--- config.mk ---
export PLATFORM = sky130hd
export DESIGN_NAME = irq_ctrl
export DESIGN_NICKNAME = d
export VERILOG_FILES = /design/src/hdl/irq_ctrl_pkg.sv /design/src/hdl/edge_sync.sv /design/src/hdl/irq_ctrl.sv
export SDC_FILE = /design/constraint.sdc
export NUM_CORES = 1
export LEC_CHECK = 0
export BUFFER_PORTS_ARGS = -buffer_cell sky130_fd_sc_hd__buf_2
export CAP_MARGIN = 20
export CORE_MARGIN = 2
export CORE_UTILIZATION = 35
export CTS_BUF_LIST = sky130_fd_sc_hd__clkbuf_4
export CTS_CLUSTER_SIZE = 40
export DETAILED_ROUTE_END_ITERATION = 10
export GPL_ROUTABILITY_DRIVEN = 1
export SYNTH_ARGS = -nofsm -noshare
export SYNTH_HDL_FRONTEND = slang
export SYNTH_SLANG_ARGS = --single-unit
--- constraint.sdc ---
create_clock -name ref_clk -period 3.2 [get_ports ref_clk]
set_clock_uncertainty 0.2 [all_clocks]
set_input_delay 0.48 -clock ref_clk [delete_from_list [all_inputs] [get_ports ref_clk]]
set_output_delay 0.48 -clock ref_clk [all_outputs]
set_load 0.01 [all_outputs]
--- src/hdl/irq_ctrl_pkg.sv ---
// Purpose: Shared constants for the prioritized interrupt controller.
// Assumes: One CPU clock of 20 MHz, byte-wide register port.
// Notes: Offsets are byte addresses on the plain register port.
package irq_ctrl_pkg;
  localparam int NUM_SRC = 11;
  localparam int PIN_W = 16;
  localparam logic [7:0] ADDR_GLOBAL_EN = 8'h20;
  localparam logic [7:0] ADDR_EP_EN = 8'h21;
  localparam logic [7:0] ADDR_PIN_EN0 = 8'h04;
  localparam logic [7:0] ADDR_PIN_EN1 = 8'h05;
  localparam logic [7:0] ADDR_PIN_POL0 = 8'h06;
  localparam logic [7:0] ADDR_PIN_POL1 = 8'h07;
  localparam logic [7:0] ADDR_CAP_EN = 8'h22;
  localparam logic [7:0] ADDR_STATUS = 8'hff;
  localparam logic [7:0] ADDR_PENDING_LO = 8'h23;
  localparam logic [7:0] ADDR_PENDING_HI = 8'h24;
  localparam logic [7:0] RESET_BYTE = 8'h00;
  localparam int STATUS_GIE_BIT = 2;
  localparam int STATUS_PEND_BIT = 7;
  localparam int WAKE_EN_BIT = 7;
  localparam int GPIO_EN_BIT = 6;
  localparam logic [15:0] RESET_PC = 16'h0000;
  localparam logic [15:0] VECTOR_BASE = 16'h0002;
  localparam int CALL_CYCLES = 10;
  localparam int JUMP_CYCLES = 5;
  localparam int WAKE_PERIOD_US = 1024;
  localparam int CLK_MHZ = 20;
  localparam int WAKE_PERIOD_CYC = WAKE_PERIOD_US * CLK_MHZ;
  localparam int SRC_BUS = 0;
  localparam int SRC_T128 = 1;
  localparam int SRC_T1024 = 2;
  localparam int SRC_EP0 = 3;
  localparam int SRC_SPI = 6;
  localparam int SRC_CAPA = 7;
  localparam int SRC_CAPB = 8;
  localparam int SRC_GPIO = 9;
  localparam int SRC_WAKE = 10;
endpackage

--- src/hdl/edge_sync.sv ---
// Purpose: Two-stage synchroniser with rise and fall pulses decoded from registered stages.
// Assumes: Inputs are asynchronous to ref_clk.
// Notes: The first stage feeds only the second stage.
`timescale 1ns/1ps
module edge_sync #(
  parameter int W = 16
) (
  input wire logic ref_clk,
  input wire logic nrst,
  input wire logic [W-1:0] pin_async,
  output logic [W-1:0] level,
  output logic [W-1:0] rise,
  output logic [W-1:0] fall
);
  logic [W-1:0] meta_r;
  logic [W-1:0] sync_r;
  logic [W-1:0] prev_r;

  always_ff @(posedge ref_clk or negedge nrst) begin
    if (!nrst) begin
      meta_r <= '0;
      sync_r <= '0;
      prev_r <= '0;
    end else begin
      meta_r <= pin_async;
      sync_r <= meta_r;
      prev_r <= sync_r;
    end
  end

  assign level = prev_r;
  assign rise = sync_r & ~prev_r;
  assign fall = ~sync_r & prev_r;
endmodule // edge_sync

--- src/hdl/irq_ctrl.sv ---
// Purpose: Eleven-source prioritized interrupt controller with vectoring.
// Assumes: The CPU sequencer reports instruction boundaries and flag state.
// Notes: Registers sit on a plain strobe port with read data one cycle later.
`timescale 1ns/1ps
module irq_ctrl #(
  parameter int WAKE_CYC = irq_ctrl_pkg::WAKE_PERIOD_CYC
) (
  input wire logic ref_clk,
  input wire logic nrst,
  input wire logic [7:0] reg_addr,
  input wire logic [7:0] reg_wdata,
  input wire logic reg_wr,
  input wire logic reg_rd,
  output logic [7:0] reg_rdata,
  input wire logic bus_event,
  input wire logic tick_128us,
  input wire logic tick_1024us,
  input wire logic [2:0] ep_event,
  input wire logic spi_event,
  input wire logic [irq_ctrl_pkg::PIN_W-1:0] gpio_pin,
  input wire logic [1:0] cap_pin,
  input wire logic instr_done,
  input wire logic disable_irq_instr,
  input wire logic enable_irq_instr,
  input wire logic return_from_irq_instr,
  input wire logic [15:0] cpu_pc,
  input wire logic carry_flag,
  input wire logic zero_flag,
  input wire logic [17:0] stack_pop_data,
  output logic irq_take,
  output logic [15:0] irq_vector,
  output logic [17:0] stack_push_data,
  output logic stack_push,
  output logic restore_valid,
  output logic [15:0] restore_pc,
  output logic restore_carry,
  output logic restore_zero,
  output logic [15:0] fetch_pc,
  output logic [4:0] ack_cycles,
  output logic wake_running
);
  import irq_ctrl_pkg::*;

  ////////////////////////////////////////////////////////////////////////////
  typedef enum logic [2:0] {
    ST_RUN = 3'b001,
    ST_CALL = 3'b010,
    ST_JUMP = 3'b100
  } ack_state_t;

  ack_state_t state_r;
  ack_state_t state_nxt;
  logic [7:0] global_en_r;
  logic [2:0] ep_en_r;
  logic [PIN_W-1:0] pin_en_r;
  logic [PIN_W-1:0] pin_pol_r;
  logic [3:0] cap_en_r;
  logic gie_r;
  logic [NUM_SRC-1:0] pending_r;
  logic [NUM_SRC-1:0] pending_nxt;
  logic [PIN_W-1:0] trig_lock_r;
  logic [31:0] wake_cnt_r;
  logic [4:0] cyc_r;
  logic [7:0] rdata_r;
  logic [15:0] vec_r;
  logic take_r;
  logic [17:0] push_r;
  logic push_r_v;
  logic [PIN_W-1:0] pin_lvl;
  logic [PIN_W-1:0] pin_rise;
  logic [PIN_W-1:0] pin_fall;
  logic [1:0] cap_rise;
  logic [1:0] cap_fall;

  // Lowest index wins; an index equal to NUM_SRC means nothing is requested.
  function automatic logic [3:0] pick_first(input logic [NUM_SRC-1:0] req);
    logic [3:0] idx;
    idx = 4'(NUM_SRC);
    for (int i = NUM_SRC - 1; i >= 0; i--) begin
      if (req[i]) begin
        idx = 4'(i);
      end
    end
    return idx;
  endfunction

  // Write strobes are decoded in one place so every write select uses the same compare.
  function automatic logic reg_hit(input logic strobe, input logic [7:0] addr, input logic [7:0] target);
    return strobe && (addr == target);
  endfunction

  ////////////////////////////////////////////////////////////////////////////
  // Pin sampling.
  edge_sync #(.W(PIN_W)) u_gpio_sync (
    .ref_clk(ref_clk),
    .nrst(nrst),
    .pin_async(gpio_pin),
    .level(pin_lvl),
    .rise(pin_rise),
    .fall(pin_fall)
  );

  edge_sync #(.W(2)) u_cap_sync (
    .ref_clk(ref_clk),
    .nrst(nrst),
    .pin_async(cap_pin),
    .level(),
    .rise(cap_rise),
    .fall(cap_fall)
  );

  ////////////////////////////////////////////////////////////////////////////
  // Source events.
  wire [PIN_W-1:0] pin_edge = (pin_pol_r & pin_rise) | (~pin_pol_r & pin_fall);
  wire [PIN_W-1:0] pin_trig_lvl = ~(pin_pol_r ^ pin_lvl);
  wire [PIN_W-1:0] pin_hit = pin_edge & pin_en_r;
  // A lock stops blocking as soon as its pin is seen back at the idle level or is disabled.
  wire [PIN_W-1:0] lock_keep = trig_lock_r & pin_en_r & pin_trig_lvl;
  // A locked pin holds off every other pin; pins that edge in the same cycle fire once together and are all locked.
  wire gpio_blocked = |lock_keep;
  wire gpio_fire = global_en_r[GPIO_EN_BIT] & ~gpio_blocked & (|pin_hit);
  wire [PIN_W-1:0] lock_nxt = gpio_fire ? (pin_hit | lock_keep) : lock_keep;
  wire cap_a_fire = (cap_rise[0] & cap_en_r[0]) | (cap_fall[0] & cap_en_r[1]);
  wire cap_b_fire = (cap_rise[1] & cap_en_r[2]) | (cap_fall[1] & cap_en_r[3]);
  wire wake_fire = global_en_r[WAKE_EN_BIT] && (wake_cnt_r == 32'(WAKE_CYC - 1));
  // The counter clears on the fire cycle so the period stays exact.
  wire [31:0] wake_cnt_nxt = (!global_en_r[WAKE_EN_BIT] || wake_fire) ? 32'h0 : wake_cnt_r + 32'h1;
  // Bus, timer, endpoint and serial sources arrive as qualified one-cycle pulses.
  wire [NUM_SRC-1:0] src_event = {wake_fire, gpio_fire, cap_b_fire, cap_a_fire, spi_event,
                                  ep_event, tick_1024us, tick_128us, bus_event};
  wire [NUM_SRC-1:0] src_enable = {global_en_r[7:3], ep_en_r, global_en_r[2:0]};
  wire [NUM_SRC-1:0] request = pending_r & src_enable;
  wire [3:0] top_idx = pick_first(request);
  // Top priority is resolved every cycle; only the take edge uses it.
  wire any_req = |request;
  // Requests wait for the instruction boundary so a multi-cycle instruction is never split.
  wire take_now = (state_r == ST_RUN) && instr_done && gie_r && any_req;
  wire [15:0] top_vec = VECTOR_BASE + {11'h000, top_idx, 1'b0};
  // The counter runs from one up to CALL_CYCLES + JUMP_CYCLES and rests at zero otherwise.
  wire [4:0] cyc_nxt = (state_nxt == ST_RUN) ? 5'h00 : cyc_r + 5'h01;

  ////////////////////////////////////////////////////////////////////////////
  // Register port decode.
  wire wr_global = reg_hit(reg_wr, reg_addr, ADDR_GLOBAL_EN);
  wire wr_ep = reg_hit(reg_wr, reg_addr, ADDR_EP_EN);
  wire wr_pen0 = reg_hit(reg_wr, reg_addr, ADDR_PIN_EN0);
  wire wr_pen1 = reg_hit(reg_wr, reg_addr, ADDR_PIN_EN1);
  wire wr_pol0 = reg_hit(reg_wr, reg_addr, ADDR_PIN_POL0);
  wire wr_pol1 = reg_hit(reg_wr, reg_addr, ADDR_PIN_POL1);
  wire wr_cap = reg_hit(reg_wr, reg_addr, ADDR_CAP_EN);
  // The pending bit in status is only meaningful while the global enable is off.
  wire status_pend = ~gie_r & (|pending_r);
  wire status_gie = gie_r;
  wire [7:0] status_byte = {status_pend, 4'h0, status_gie, 2'b00};
  // Pin enables and polarities are write-only and read back as zero.
  wire [7:0] rd_mux = (reg_addr == ADDR_GLOBAL_EN) ? global_en_r :
                      (reg_addr == ADDR_EP_EN) ? {5'h00, ep_en_r} :
                      (reg_addr == ADDR_CAP_EN) ? {4'h0, cap_en_r} :
                      (reg_addr == ADDR_STATUS) ? status_byte :
                      (reg_addr == ADDR_PENDING_LO) ? pending_r[7:0] :
                      (reg_addr == ADDR_PENDING_HI) ? {5'h00, pending_r[10:8]} : 8'h00;

  ////////////////////////////////////////////////////////////////////////////
  // Pending flops: a new event wins over the clear done by acknowledge.
  always_comb begin
    pending_nxt = pending_r;
    if (take_now) begin
      pending_nxt[top_idx] = 1'b0;
    end
    pending_nxt = pending_nxt | src_event;
  end

  // Acknowledge walk: call phase then vector jump phase.
  always_comb begin
    state_nxt = state_r;
    unique case (state_r)
      ST_RUN: begin
        if (take_now) begin
          state_nxt = ST_CALL;
        end
      end
      ST_CALL: begin
        if (cyc_r == 5'(CALL_CYCLES)) begin
          state_nxt = ST_JUMP;
        end
      end
      ST_JUMP: begin
        if (cyc_r == 5'(CALL_CYCLES + JUMP_CYCLES)) begin
          state_nxt = ST_RUN;
        end
      end
    endcase
  end

  always_ff @(posedge ref_clk or negedge nrst) begin
    if (!nrst) begin
      state_r <= ST_RUN;
      cyc_r <= 5'h00;
    end else begin
      state_r <= state_nxt;
      cyc_r <= cyc_nxt;
    end
  end

  always_ff @(posedge ref_clk or negedge nrst) begin
    if (!nrst) begin
      global_en_r <= RESET_BYTE;
      ep_en_r <= 3'h0;
      pin_en_r <= '0;
      pin_pol_r <= '0;
      cap_en_r <= 4'h0;
    end else begin
      // Acknowledge never writes here, so pin enables survive servicing.
      if (wr_global) begin
        global_en_r <= reg_wdata;
      end
      if (wr_ep) begin
        ep_en_r <= reg_wdata[2:0];
      end
      if (wr_pen0) begin
        pin_en_r[7:0] <= reg_wdata;
      end
      if (wr_pen1) begin
        pin_en_r[15:8] <= reg_wdata;
      end
      if (wr_pol0) begin
        pin_pol_r[7:0] <= reg_wdata;
      end
      if (wr_pol1) begin
        pin_pol_r[15:8] <= reg_wdata;
      end
      if (wr_cap) begin
        cap_en_r <= reg_wdata[3:0];
      end
    end
  end

  // Global enable: acknowledge clears, return and enable set, disable clears.
  always_ff @(posedge ref_clk or negedge nrst) begin
    if (!nrst) begin
      gie_r <= 1'b0;
    end else if (take_now || disable_irq_instr) begin
      gie_r <= 1'b0;
    end else if (return_from_irq_instr || enable_irq_instr) begin
      gie_r <= 1'b1;
    end
  end

  always_ff @(posedge ref_clk or negedge nrst) begin
    if (!nrst) begin
      pending_r <= '0;
    end else begin
      pending_r <= pending_nxt;
    end
  end

  always_ff @(posedge ref_clk or negedge nrst) begin
    if (!nrst) begin
      trig_lock_r <= '0;
    end else begin
      trig_lock_r <= lock_nxt;
    end
  end

  // The timer only runs while enabled, so a disabled timer draws no toggling power.
  always_ff @(posedge ref_clk or negedge nrst) begin
    if (!nrst) begin
      wake_cnt_r <= 32'h0;
    end else begin
      wake_cnt_r <= wake_cnt_nxt;
    end
  end

  always_ff @(posedge ref_clk or negedge nrst) begin
    if (!nrst) begin
      rdata_r <= 8'h00;
    end else begin
      rdata_r <= reg_rd ? rd_mux : 8'h00;
    end
  end

  always_ff @(posedge ref_clk or negedge nrst) begin
    if (!nrst) begin
      take_r <= 1'b0;
      push_r_v <= 1'b0;
    end else begin
      take_r <= take_now;
      push_r_v <= take_now;
    end
  end

  // Vector and pushed state are captured on the acknowledge edge, so later flag changes cannot leak in.
  always_ff @(posedge ref_clk or negedge nrst) begin
    if (!nrst) begin
      vec_r <= RESET_PC;
      push_r <= 18'h00000;
    end else if (take_now) begin
      vec_r <= top_vec;
      push_r <= {carry_flag, zero_flag, cpu_pc};
    end
  end

  ////////////////////////////////////////////////////////////////////////////
  assign reg_rdata = rdata_r;
  assign irq_take = take_r;
  assign irq_vector = vec_r;
  assign fetch_pc = vec_r;
  assign stack_push_data = push_r;
  assign stack_push = push_r_v;
  assign restore_valid = return_from_irq_instr;
  assign restore_pc = stack_pop_data[15:0];
  assign restore_carry = stack_pop_data[17];
  assign restore_zero = stack_pop_data[16];
  assign ack_cycles = cyc_r;
  assign wake_running = global_en_r[WAKE_EN_BIT];
endmodule // irq_ctrl

==> results of run 1 <==
==> flip-flops by register name, summed over array words and instances (netlist names), 4 cells and up <==
register / cells
ack_cycles: 5
pending_r: 11
stack_push_data: 18
u_gpio_sync.level: 16
reg_rdata: 8
u_gpio_sync.sync_r: 16
u_gpio_sync.meta_r: 16
pin_pol_r: 16
pin_en_r: 16
trig_lock_r: 16
wake_cnt_r: 32
cap_en_r: 4
global_en_r: 8
fetch_pc: 5
==> kinds of logic after synthesis <==
logic type      Yosys count  share of synthesized area, %
other cells               1                        0.0425
fa+ha+maj                 8                          1.14
mux                      70                          8.88
simple gates            231                          15.2
buf+inv                  76                          5.49
xor+xnor                 48                          4.77
flops                   201                          57.1
compound gates           97                          7.43
==> metrics by stage <==
| stage | setup WS, ps | hold slack (ps) | instance area, sq um |
|---|---|---|---|
| after floorplan | 1010 | -15.6 | 8900 |
| after global placement | 617 | 134 | 9520 |
| after detailed placement | 601 | 135 | 9520 |
| after CTS | 559 | 39.6 | 10800 |
| after global routing | 410 | 81.0 | 10800 |
| final | 555 | 110 | 10800 |
==> area by class of cell <==
class	count	area share, %
repair buffers	176	11.3
clock inverters	15	0.766
clock buffers	79	5.50
flip-flops and latches	201	46.7
well taps	330	3.83
diodes	1	0.0232
inverters	13	0.453
multi-input cells	476	31.4
==> timing repair <==
action	4_1_cts	5_1_grt
setup endpoints to repair	0	0
hold endpoints to repair	167	0
gates resized for setup	0	0
setup buffers	0	0
hold buffers	58	0
==> Yosys cell counts (2+ instances only) <==
| master | instances | area share, % |
|---|---|---|
| a32o_1 | 2 | 0.23 |
| nor4_1 | 10 | 0.71 |
| and2_1 | 7 | 0.50 |
| and3b_1 | 16 | 1.6 |
| a32oi_1 | 5 | 0.50 |
| nor3_1 | 6 | 0.34 |
| a21boi_0 | 2 | 0.17 |
| a221o_1 | 2 | 0.23 |
| a21o_1 | 9 | 0.77 |
| a22o_1 | 4 | 0.40 |
| inv_1 | 13 | 0.55 |
| buf_2 | 12 | 0.68 |
| nand2_1 | 47 | 2.0 |
| nand4_1 | 21 | 1.5 |
| a21oi_1 | 6 | 0.34 |
| xnor2_1 | 9 | 0.89 |
| nor3b_4 | 2 | 0.43 |
| and3_1 | 11 | 0.78 |
| nor2_1 | 50 | 2.1 |
| buf_4 | 47 | 4.0 |
| o21ai_0 | 28 | 1.6 |
| a22oi_1 | 10 | 0.85 |
| nand3b_1 | 3 | 0.26 |
| nor3_4 | 2 | 0.37 |
| o21bai_1 | 3 | 0.26 |
| o22ai_1 | 16 | 1.1 |
| ha_1 | 8 | 1.1 |
| nor2b_1 | 3 | 0.21 |
| xor2_1 | 39 | 3.9 |
| dfrtp_1 | 200 | 57 |
| clkbuf_1 | 3 | 0.13 |
| mux2i_1 | 4 | 0.45 |
| mux2_2 | 66 | 8.4 |
| nor3b_1 | 16 | 1.4 |
| nand3_1 | 20 | 1.1 |
| and4_1 | 7 | 0.70 |
==> final timing paths <==
check / startpoint / endpoint / slack (ps) / depth (start not counted)
min in group asynchronous: nrst / u_gpio_sync.level[5]$_DFF_PN0_ / 140 / 2
worst max-delay path: global_en_r[1]$_DFFE_PN0P_ / gie_r$_DFFE_PN0P_ / 550 / 7
worst max register to register: global_en_r[1]$_DFFE_PN0P_ / gie_r$_DFFE_PN0P_ / 550 / 7
worst min-delay path: reg_addr[3] / reg_rdata[0]$_DFF_PN0_ / 110 / 5
worst min register to register: u_gpio_sync.meta_r[10]$_DFF_PN0_ / u_gpio_sync.sync_r[10]$_DFF_PN0_ / 140 / 0
max in group asynchronous: nrst / pin_pol_r[4]$_DFFE_PN0P_ / 1890 / 3
==> power groups by stage <==
stage | sequential (mW) | clock, mW | combinational (mW)
after floorplan | 3.02 | 0 | 0.461
after global placement | 2.99 | 0 | 0.791
after detailed placement | 3.00 | 0 | 0.803
after CTS | 2.95 | 2.34 | 0.861
after global routing | 2.98 | 2.50 | 0.952
final | 2.95 | 2.24 | 0.852
==> worst max-delay path: cells and delay by family, from the launching register on <==
kind                   cells  cell delay [ps]
and+or+nand+nor            2              410
buffers and inverters      3             1000
AOI/OAI and AO/OA          2              520
DFF                        1              430
==> per-layer routing <==
metal	global-route usage, %	vias up	wire length, um
met5	0	-	0
met4	5.83	0	431
met3	3.77	38	1090
met2	24.7	164	9680
met1	19.5	3081	8570
li1	-	2952	-
==> metrics.txt, run 1 <==
critical path fanouts, max=30; commonest non-fill, non-tap cell in the layout=dfrtp_1; CTS Sinks=approximately 200; commonest non-fill, non-tap cells in the layout=dfrtp_1, buf_2, clkbuf_4; H-tree depth=2; Setup TNS=0 ps; Hold Crit Class=input pin to flip-flop; wire length of the first global-routing pass=around 32 mm; Max Slew Vio Count=0; Yosys cell types=59; sequential power share=48.9%; pwr dens=561 mW/mm^2; crit-path max cell delay=560 ps; synthesis-to-layout area growth=22.2%; Filler cells=2,412; Mapped Area=0.00882 sq mm; Rel. slew slack=56.2%; Setup violations, final=0; CTS tree=yes; 1st-iter DRT viols=296; Site Rows=58; CTS buffer count=55; NumNets Final=around 1,000; placed insts=1,138; VDD IR max=0.260 mV; Pwr Total=6.04 mW; via count=~6,200; Clk network pwr share=between 30% and 40%; vias in the first global route=6,331; Util after Layout=43.2%; Psw=1.66 mW; Synth Flop Type=dfrtp_1; clk_lat worst skew=660 ps; Initial Util=between 30% and 40%; part of the power in combinational logic=about 14%; Die Span X=163 um; Syn Inst Count=732; Crit-path slowest cell=dlygate4sd3_1; Internal=between 4 and 5 mW; Critical Path RT=3580 ps; DR pass1 iterations=4; total gr overflow=0; largest net degree at the start of global routing=64; Net Sw Frac=approximately 27%; worst slew pin tran=656 ps; multi-input combinational cell area=0.00339 sq mm; Async SR Flop Fraction=100%; Crit Path Class=flip-flop to flip-flop; gr usage total=15.2%; initial antenna violation count=1; Placeable Area=roughly 0.025 sq mm; layout cells sized above 1=29.1%; final weighted congestion in routability-driven placement=0.828; crit path launch type=flip-flop; io pins=170; Avg WL per Cell=roughly 15 um; vias per cell=4.83; final hold violation count=0; drt total wl=19.8 mm; sequential element share of the synthesized area=between 50% and 60%; Fmax achieved=378 MHz; Period minus WS final=2650 ps; post-route DRC violation count=0; Clock Pin Slew Worst Setup and Hold Paths=70 ps; Die Y=about 160 um; Seq. cell area=roughly 0.005 sq mm; Max Cap Violations=0; Synth warnings=0; status=finished clean; Cell Chain, Critical Path=a22oi_1, nand4_1, o21bai_2, buf_4, inv_1, nor3_1, dlygate4sd3_1; clock tree root driver cell=clkbuf_4; crit end category=flip-flop; WP data arrival=roughly 3000 ps; Layout Cells excl Fill=around 1,300; RSZ-0062 raised after global routing=no; Final HPWL DP=13.2 mm; Synth Register Bits=201; Pleak=approximately 5.1 nW; Final period util=between 80% and 90%; post-route ant nets=0; die area=0.0265 sq mm; Post-synth EDFFs=0; Syn Area/Cell=12.0 sq um; port bufs=around 110; Max clock buf depth=3
Power figures use the tool's default switching activity.
==> run 2, diff against run 1 <==
==> constraint.sdc (replaced) <==
create_clock -name ref_clk -period 2.4 [get_ports ref_clk]
set_clock_uncertainty 0.2 [all_clocks]
set_input_delay 0.36 -clock ref_clk [delete_from_list [all_inputs] [get_ports ref_clk]]
set_output_delay 0.36 -clock ref_clk [all_outputs]
set_load 0.01 [all_outputs]
==> metrics.txt, run 2 (synthesized netlist as in run 1, its figures left out) <==
status=finished clean; Largest register FFs=32 (unchanged); Final period util=between 90 and 100%; WP data arrival=2560 ps (-460 ps); CTS tree=yes; initial antenna violation count=1 (unchanged); 1st-iter DRT viols=262 (-11%); clock tree root driver cell=clkbuf_4; largest net degree at the start of global routing=70 (+9.4%); Die Y=163 um (unchanged); io pins=170 (unchanged); post-route ant nets=0 (unchanged); CTS Sinks=201 (unchanged); Setup violations, final=0 (unchanged); DP Area=0.00975 sq mm (+2.4%); die area=0.0265 sq mm (unchanged); Site Rows=58 (unchanged); Fmax achieved=445 MHz; Setup TNS=0 ps (unchanged); Die Span X=163 um (unchanged); via count=6,264 (+0.47%); commonest non-fill, non-tap cell in the layout=dfrtp_1; critical path fanouts, max=5 (-83%); total gr overflow=0 (unchanged); crit path launch type=input pin; DR pass1 iterations=4 (unchanged); gr usage total=15.2% (about the same); H-tree depth=2 (unchanged); wire length of the first global-routing pass=32.2 mm (-0.38%); Pleak=5.27 nW (+3.2%); vias in the first global route=6,362 (+0.49%); Pwr Total=7.96 mW (+32%); VDD IR max=0.291 mV (+12%); worst slew pin tran=599 ps (-57.2 ps); post-route DRC violation count=0 (unchanged); crit end category=flip-flop; Max clock buf depth=3 (unchanged); Clock Pin Slew Worst Setup and Hold Paths=60 ps (about the same); vias per cell=4.76 (-1.4%); Final HPWL DP=13.4 mm (+2.0%); pwr dens=722 mW/mm^2 (+29%); Max Slew Vio Count=0 (unchanged); Max Cap Violations=0 (unchanged); Final Cell Area=0.0110 sq mm (+2.3%); final hold violation count=0 (unchanged); Placeable Area=0.0250 sq mm (unchanged); Period minus WS final=2250 ps; Reg with most FFs=wake_cnt_r; synthesis-to-layout area growth=25.1%; Crit Path Class=input pin to flip-flop; CTS buffer count=53 (-3.6%); Critical Path RT=2710 ps (-870 ps); port bufs=111 (unchanged); final weighted congestion in routability-driven placement=0.786 (-5.1%); Avg WL per Cell=15.0 um (-2.0%); NumNets Final=1,043 (+2.7%); layout cells sized above 1=31.2% (+2.1 points); Hold Crit Class=input pin to asynchronous set/reset pin; clk_lat worst skew=630 ps (-30 ps); drt total wl=19.7 mm (-0.23%); RSZ-0062 raised after global routing=no; commonest non-fill, non-tap cells in the layout=dfrtp_1, buf_2, clkbuf_4; Rel. slew slack=60.0% (+3.9 points); Initial Util=35.3% (unchanged)
run 2: cell count changes in the layout (fill, tap and decap cells not counted), sizes merged:
cell         change
clkinv           -8
bufinv           -1
buf             +24
dlygate4sd3      +5
clkbuf           +4
run 2: critical path, stage by stage:
cell and delay [ps]:
buf_2 120, nor4_4 470, dlygate4sd3_1 620, nand3b_1 90
nor2_1 130, buf_4 150, a211oi_1 60, dlygate4sd3_1 550
run 2: worst paths after layout:
kind / endpoint / slack (ps) / start / cells past startpoint
worst max-delay path: reg_rdata[1]$_DFF_PN0_ / 150 / reg_addr[4] / 8
worst min-delay path: u_gpio_sync.meta_r[13]$_DFF_PN0_ / 80 / nrst / 2
worst max register to register: fetch_pc[3]$_DFFE_PN0P_ / 190 / pending_r[9]$_DFF_PN0_ / 8
worst min register to register: u_gpio_sync.sync_r[11]$_DFF_PN0_ / 140 / u_gpio_sync.meta_r[11]$_DFF_PN0_ / 0
max in group asynchronous: u_gpio_sync.meta_r[3]$_DFF_PN0_ / 1150 / nrst / 3
min in group ref_clk: cap_en_r[3]$_DFFE_PN0P_ / 120 / reg_wr / 3
run 2: repair_timing:
item	CTS	global route
gates resized for setup	0	0
hold buffers	63	0
endpoints found under the hold margin	254	0
setup buffers	0	0
run 2: per-stage QoR:
| stage | utilization [%] | hold slack (ps) | std cells | setup slack [ps] |
|---|---|---|---|---|
| final | 44.2 | 84.9 | 1315 | 153 |
| after global routing | 44.2 | 65.7 | 1315 | 33.0 |
| after CTS | 44.2 | 57.2 | 1314 | 183 |
| after detailed placement | 39.1 | 136 | 1162 | 97.6 |
| after global placement | 39.1 | 132 | 1162 | 105 |
| after floorplan | - | -136 | 753 | 330 |
run 2: final cells by class:
cell class                 instances  area, sq um
antenna                            1         2.50
clock buffer                      83          623
sequential                       201         5030
tap                              330          413
multi-input combinational        476         3390
clock inverter                     6         23.8
timing repair buffer             205         1500
fill                            2400        13900
inverter                          13         48.8
run 2: power by group:
group / internal, mW / total [mW] / switching (mW)
combinational: 0.570 / 1.16 / 0.594
sequential: 3.70 / 3.93 / 0.234
clock: 1.55 / 2.86 / 1.32
total: 5.82 / 7.96 / 2.14
run 2: routing by layer:
metal	global-route usage [%]	share of wire, %	wire length [um]	up-vias
met5	0	0	0	-
met4	5.63	1.8	362	0
met3	3.54	4.4	864	38
met2	23.9	48	9420	125
met1	20.4	46	9080	3093
li1	-	-	-	3008
==> run 3, diff against run 2 <==
--- a/config.mk
+++ b/config.mk
@@ -13,6 +13,7 @@
 export CTS_CLUSTER_SIZE = 40
 export DETAILED_ROUTE_END_ITERATION = 10
 export GPL_ROUTABILITY_DRIVEN = 1
+export REMOVE_ABC_BUFFERS = 1
 export SYNTH_ARGS = -nofsm -noshare
 export SYNTH_HDL_FRONTEND = slang
 export SYNTH_SLANG_ARGS = --single-unit
==> metrics.txt, run 3 (synthesized netlist as in run 1, its figures left out) <==
status=finished clean; commonest non-fill, non-tap cells in the layout=dfrtp_1, buf_2, clkbuf_4; Max Cap Violations=0 (unchanged); Initial Util=35.3% (unchanged); Die Span X=163 um (unchanged); io pins=170 (unchanged); Crit Path Class=flip-flop to flip-flop; crit end category=flip-flop; number of buffers added for setup after CTS=0 (unchanged); Max clock buf depth=3 (unchanged); drt total wl=20.9 mm (+6.0%); Rel. slew slack=62.4% (+2.4 points); Critical Path RT=2720 ps (about the same); WP data arrival=2600 ps (+40 ps); antenna cells=0 (-1); worst slew pin tran=564 ps (-35.6 ps); Avg WL per Cell=15.9 um (+6.1%); Site Rows=58 (unchanged); Final period util=95.0% (+1.4 points); Filler cells=2,409 (+0.38%); largest net degree at the start of global routing=62 (-11%); pwr dens=726 mW/mm^2 (+0.60%); port bufs=111 (unchanged); final hold violation count=0 (unchanged); post-route ant nets=0 (unchanged); synthesis-to-layout area growth=25.4%; CTS tree=yes; wire length of the first global-routing pass=34.1 mm (+5.9%); Setup violations, final=0 (unchanged); layout cells sized above 1=31.2% (unchanged); H-tree depth=2 (unchanged); CTS Sinks=201 (unchanged); reg-to-reg startpoint=pending_r[9]$_DFF_PN0_; FF-to-FF End=fetch_pc[3]$_DFFE_PN0P_; clk_lat worst skew=660 ps (+30 ps); RSZ-0062 raised after global routing=no; dpl ws=96.4 ps (-1.18 ps); post-route DRC violation count=0 (unchanged); Largest register FFs=32 (unchanged); R2R depth=8 (unchanged); crit path launch type=flip-flop; NumNets Final=1,046 (+0.29%); vias in the first global route=6,487 (+2.0%); Reg with most FFs=wake_cnt_r; vias per cell=4.86 (+2.0%); clock tree root driver cell=clkbuf_4; gr usage total=16.2% (+1.0 points); VDD IR max=0.475 mV (+63%); critical path fanouts, max=6 (+1); via count=6,382 (+1.9%); Die Y=163 um (unchanged); Period minus WS final=2280 ps (+32.4 ps); Final HPWL DP=14.2 mm (+5.6%); initial antenna violation count=0 (-1); final weighted congestion in routability-driven placement=0.874 (+11%); PnR worst setup slack=121 ps (-32.4 ps); Hold Crit Class=input pin to asynchronous set/reset pin; die area=0.0265 sq mm (unchanged); Hold WS=42.3 ps (-42.5 ps); Max Slew Vio Count=0 (unchanged); DR pass1 iterations=4 (unchanged); commonest non-fill, non-tap cell in the layout=dfrtp_1; Pleak=5.27 nW (about the same); Fmax achieved=439 MHz (-1.4%); CTS buffer count=53 (unchanged); Placeable Area=0.0250 sq mm (unchanged); 1st-iter DRT viols=439 (+68%); total gr overflow=0 (unchanged); R2R setup slack=120 ps (-70 ps); Clock Pin Slew Worst Setup and Hold Paths=70 ps (about the same)
[run 3: worst max path at each step]
stage | startpoint | endpoint | slack, ps | cells after the start
after floorplan | pending_r[1]$_DFF_PN0_ | stack_push_data[0]$_DFFE_PN0P_ | -470 | 4
after CTS | pending_r[9]$_DFF_PN0_ | fetch_pc[3]$_DFFE_PN0P_ | 120 | 8
after global placement | pending_r[1]$_DFF_PN0_ | stack_push_data[3]$_DFFE_PN0P_ | 150 | 5
final | pending_r[9]$_DFF_PN0_ | fetch_pc[3]$_DFFE_PN0P_ | 120 | 8
after global routing | pending_r[9]$_DFF_PN0_ | fetch_pc[3]$_DFFE_PN0P_ | 9 | 8
after detailed placement | reg_addr[4] | global_en_r[6]$_DFFE_PN0P_ | 100 | 6
[run 3: layout make-up]
cell class	instances	area [sq um]	share of cell area [%]
Inverter	13	48.8	0.441
Clock inverter	11	77.6	0.701
Multi-Input combinational cell	476	3390	30.7
Clock buffer	75	563	5.09
Timing Repair Buffer	208	1540	13.9
Tap cell	330	413	3.73
Sequential cell	201	5030	45.5
[run 3: stage by stage]
step	TNS [ps]	util (%)	std cells	total power, mW	cell area (sq um)
global placement	0	39.2	1166	5.09	9790
CTS	0	44.3	1314	8.17	11100
floorplan	-12830	-	690	4.53	8460
finish	0	44.3	1314	8.03	11100
global route	0	44.3	1314	8.54	11100
detailed placement	0	39.2	1166	5.10	9790
[run 3: critical path, stage by stage (launching register included)]
cell      delay, ps
dfrtp_2         440
and2_1          170
o211ai_1        170
a22oi_1         120
o21a_1          220
or2_2           320
ha_1            240
xnor2_1         170
o21ai_0         100
[run 3: metal layers]
metal / track usage [%] / wire, um
met1: 22.0 / 9570
met2: 25.1 / 9510
met3: 4.48 / 1400
met4: 5.19 / 427
met5: 0 / 0
[run 3: repair_timing]
action                                  in CTS  in global routing
endpoints found under the hold margin      300                  0
resized for setup                            0                  2
endpoints found under the setup margin       0                  2
hold buffers                                62                  0
[run 3: where the power goes]
group	leakage [nW]	total [mW]	switching (mW)	internal (mW)
logic	2.30	1.18	0.602	0.577
registers	2.59	3.94	0.238	3.70
clock network	0.378	2.91	1.38	1.53
total	5.27	8.03	2.22	5.81
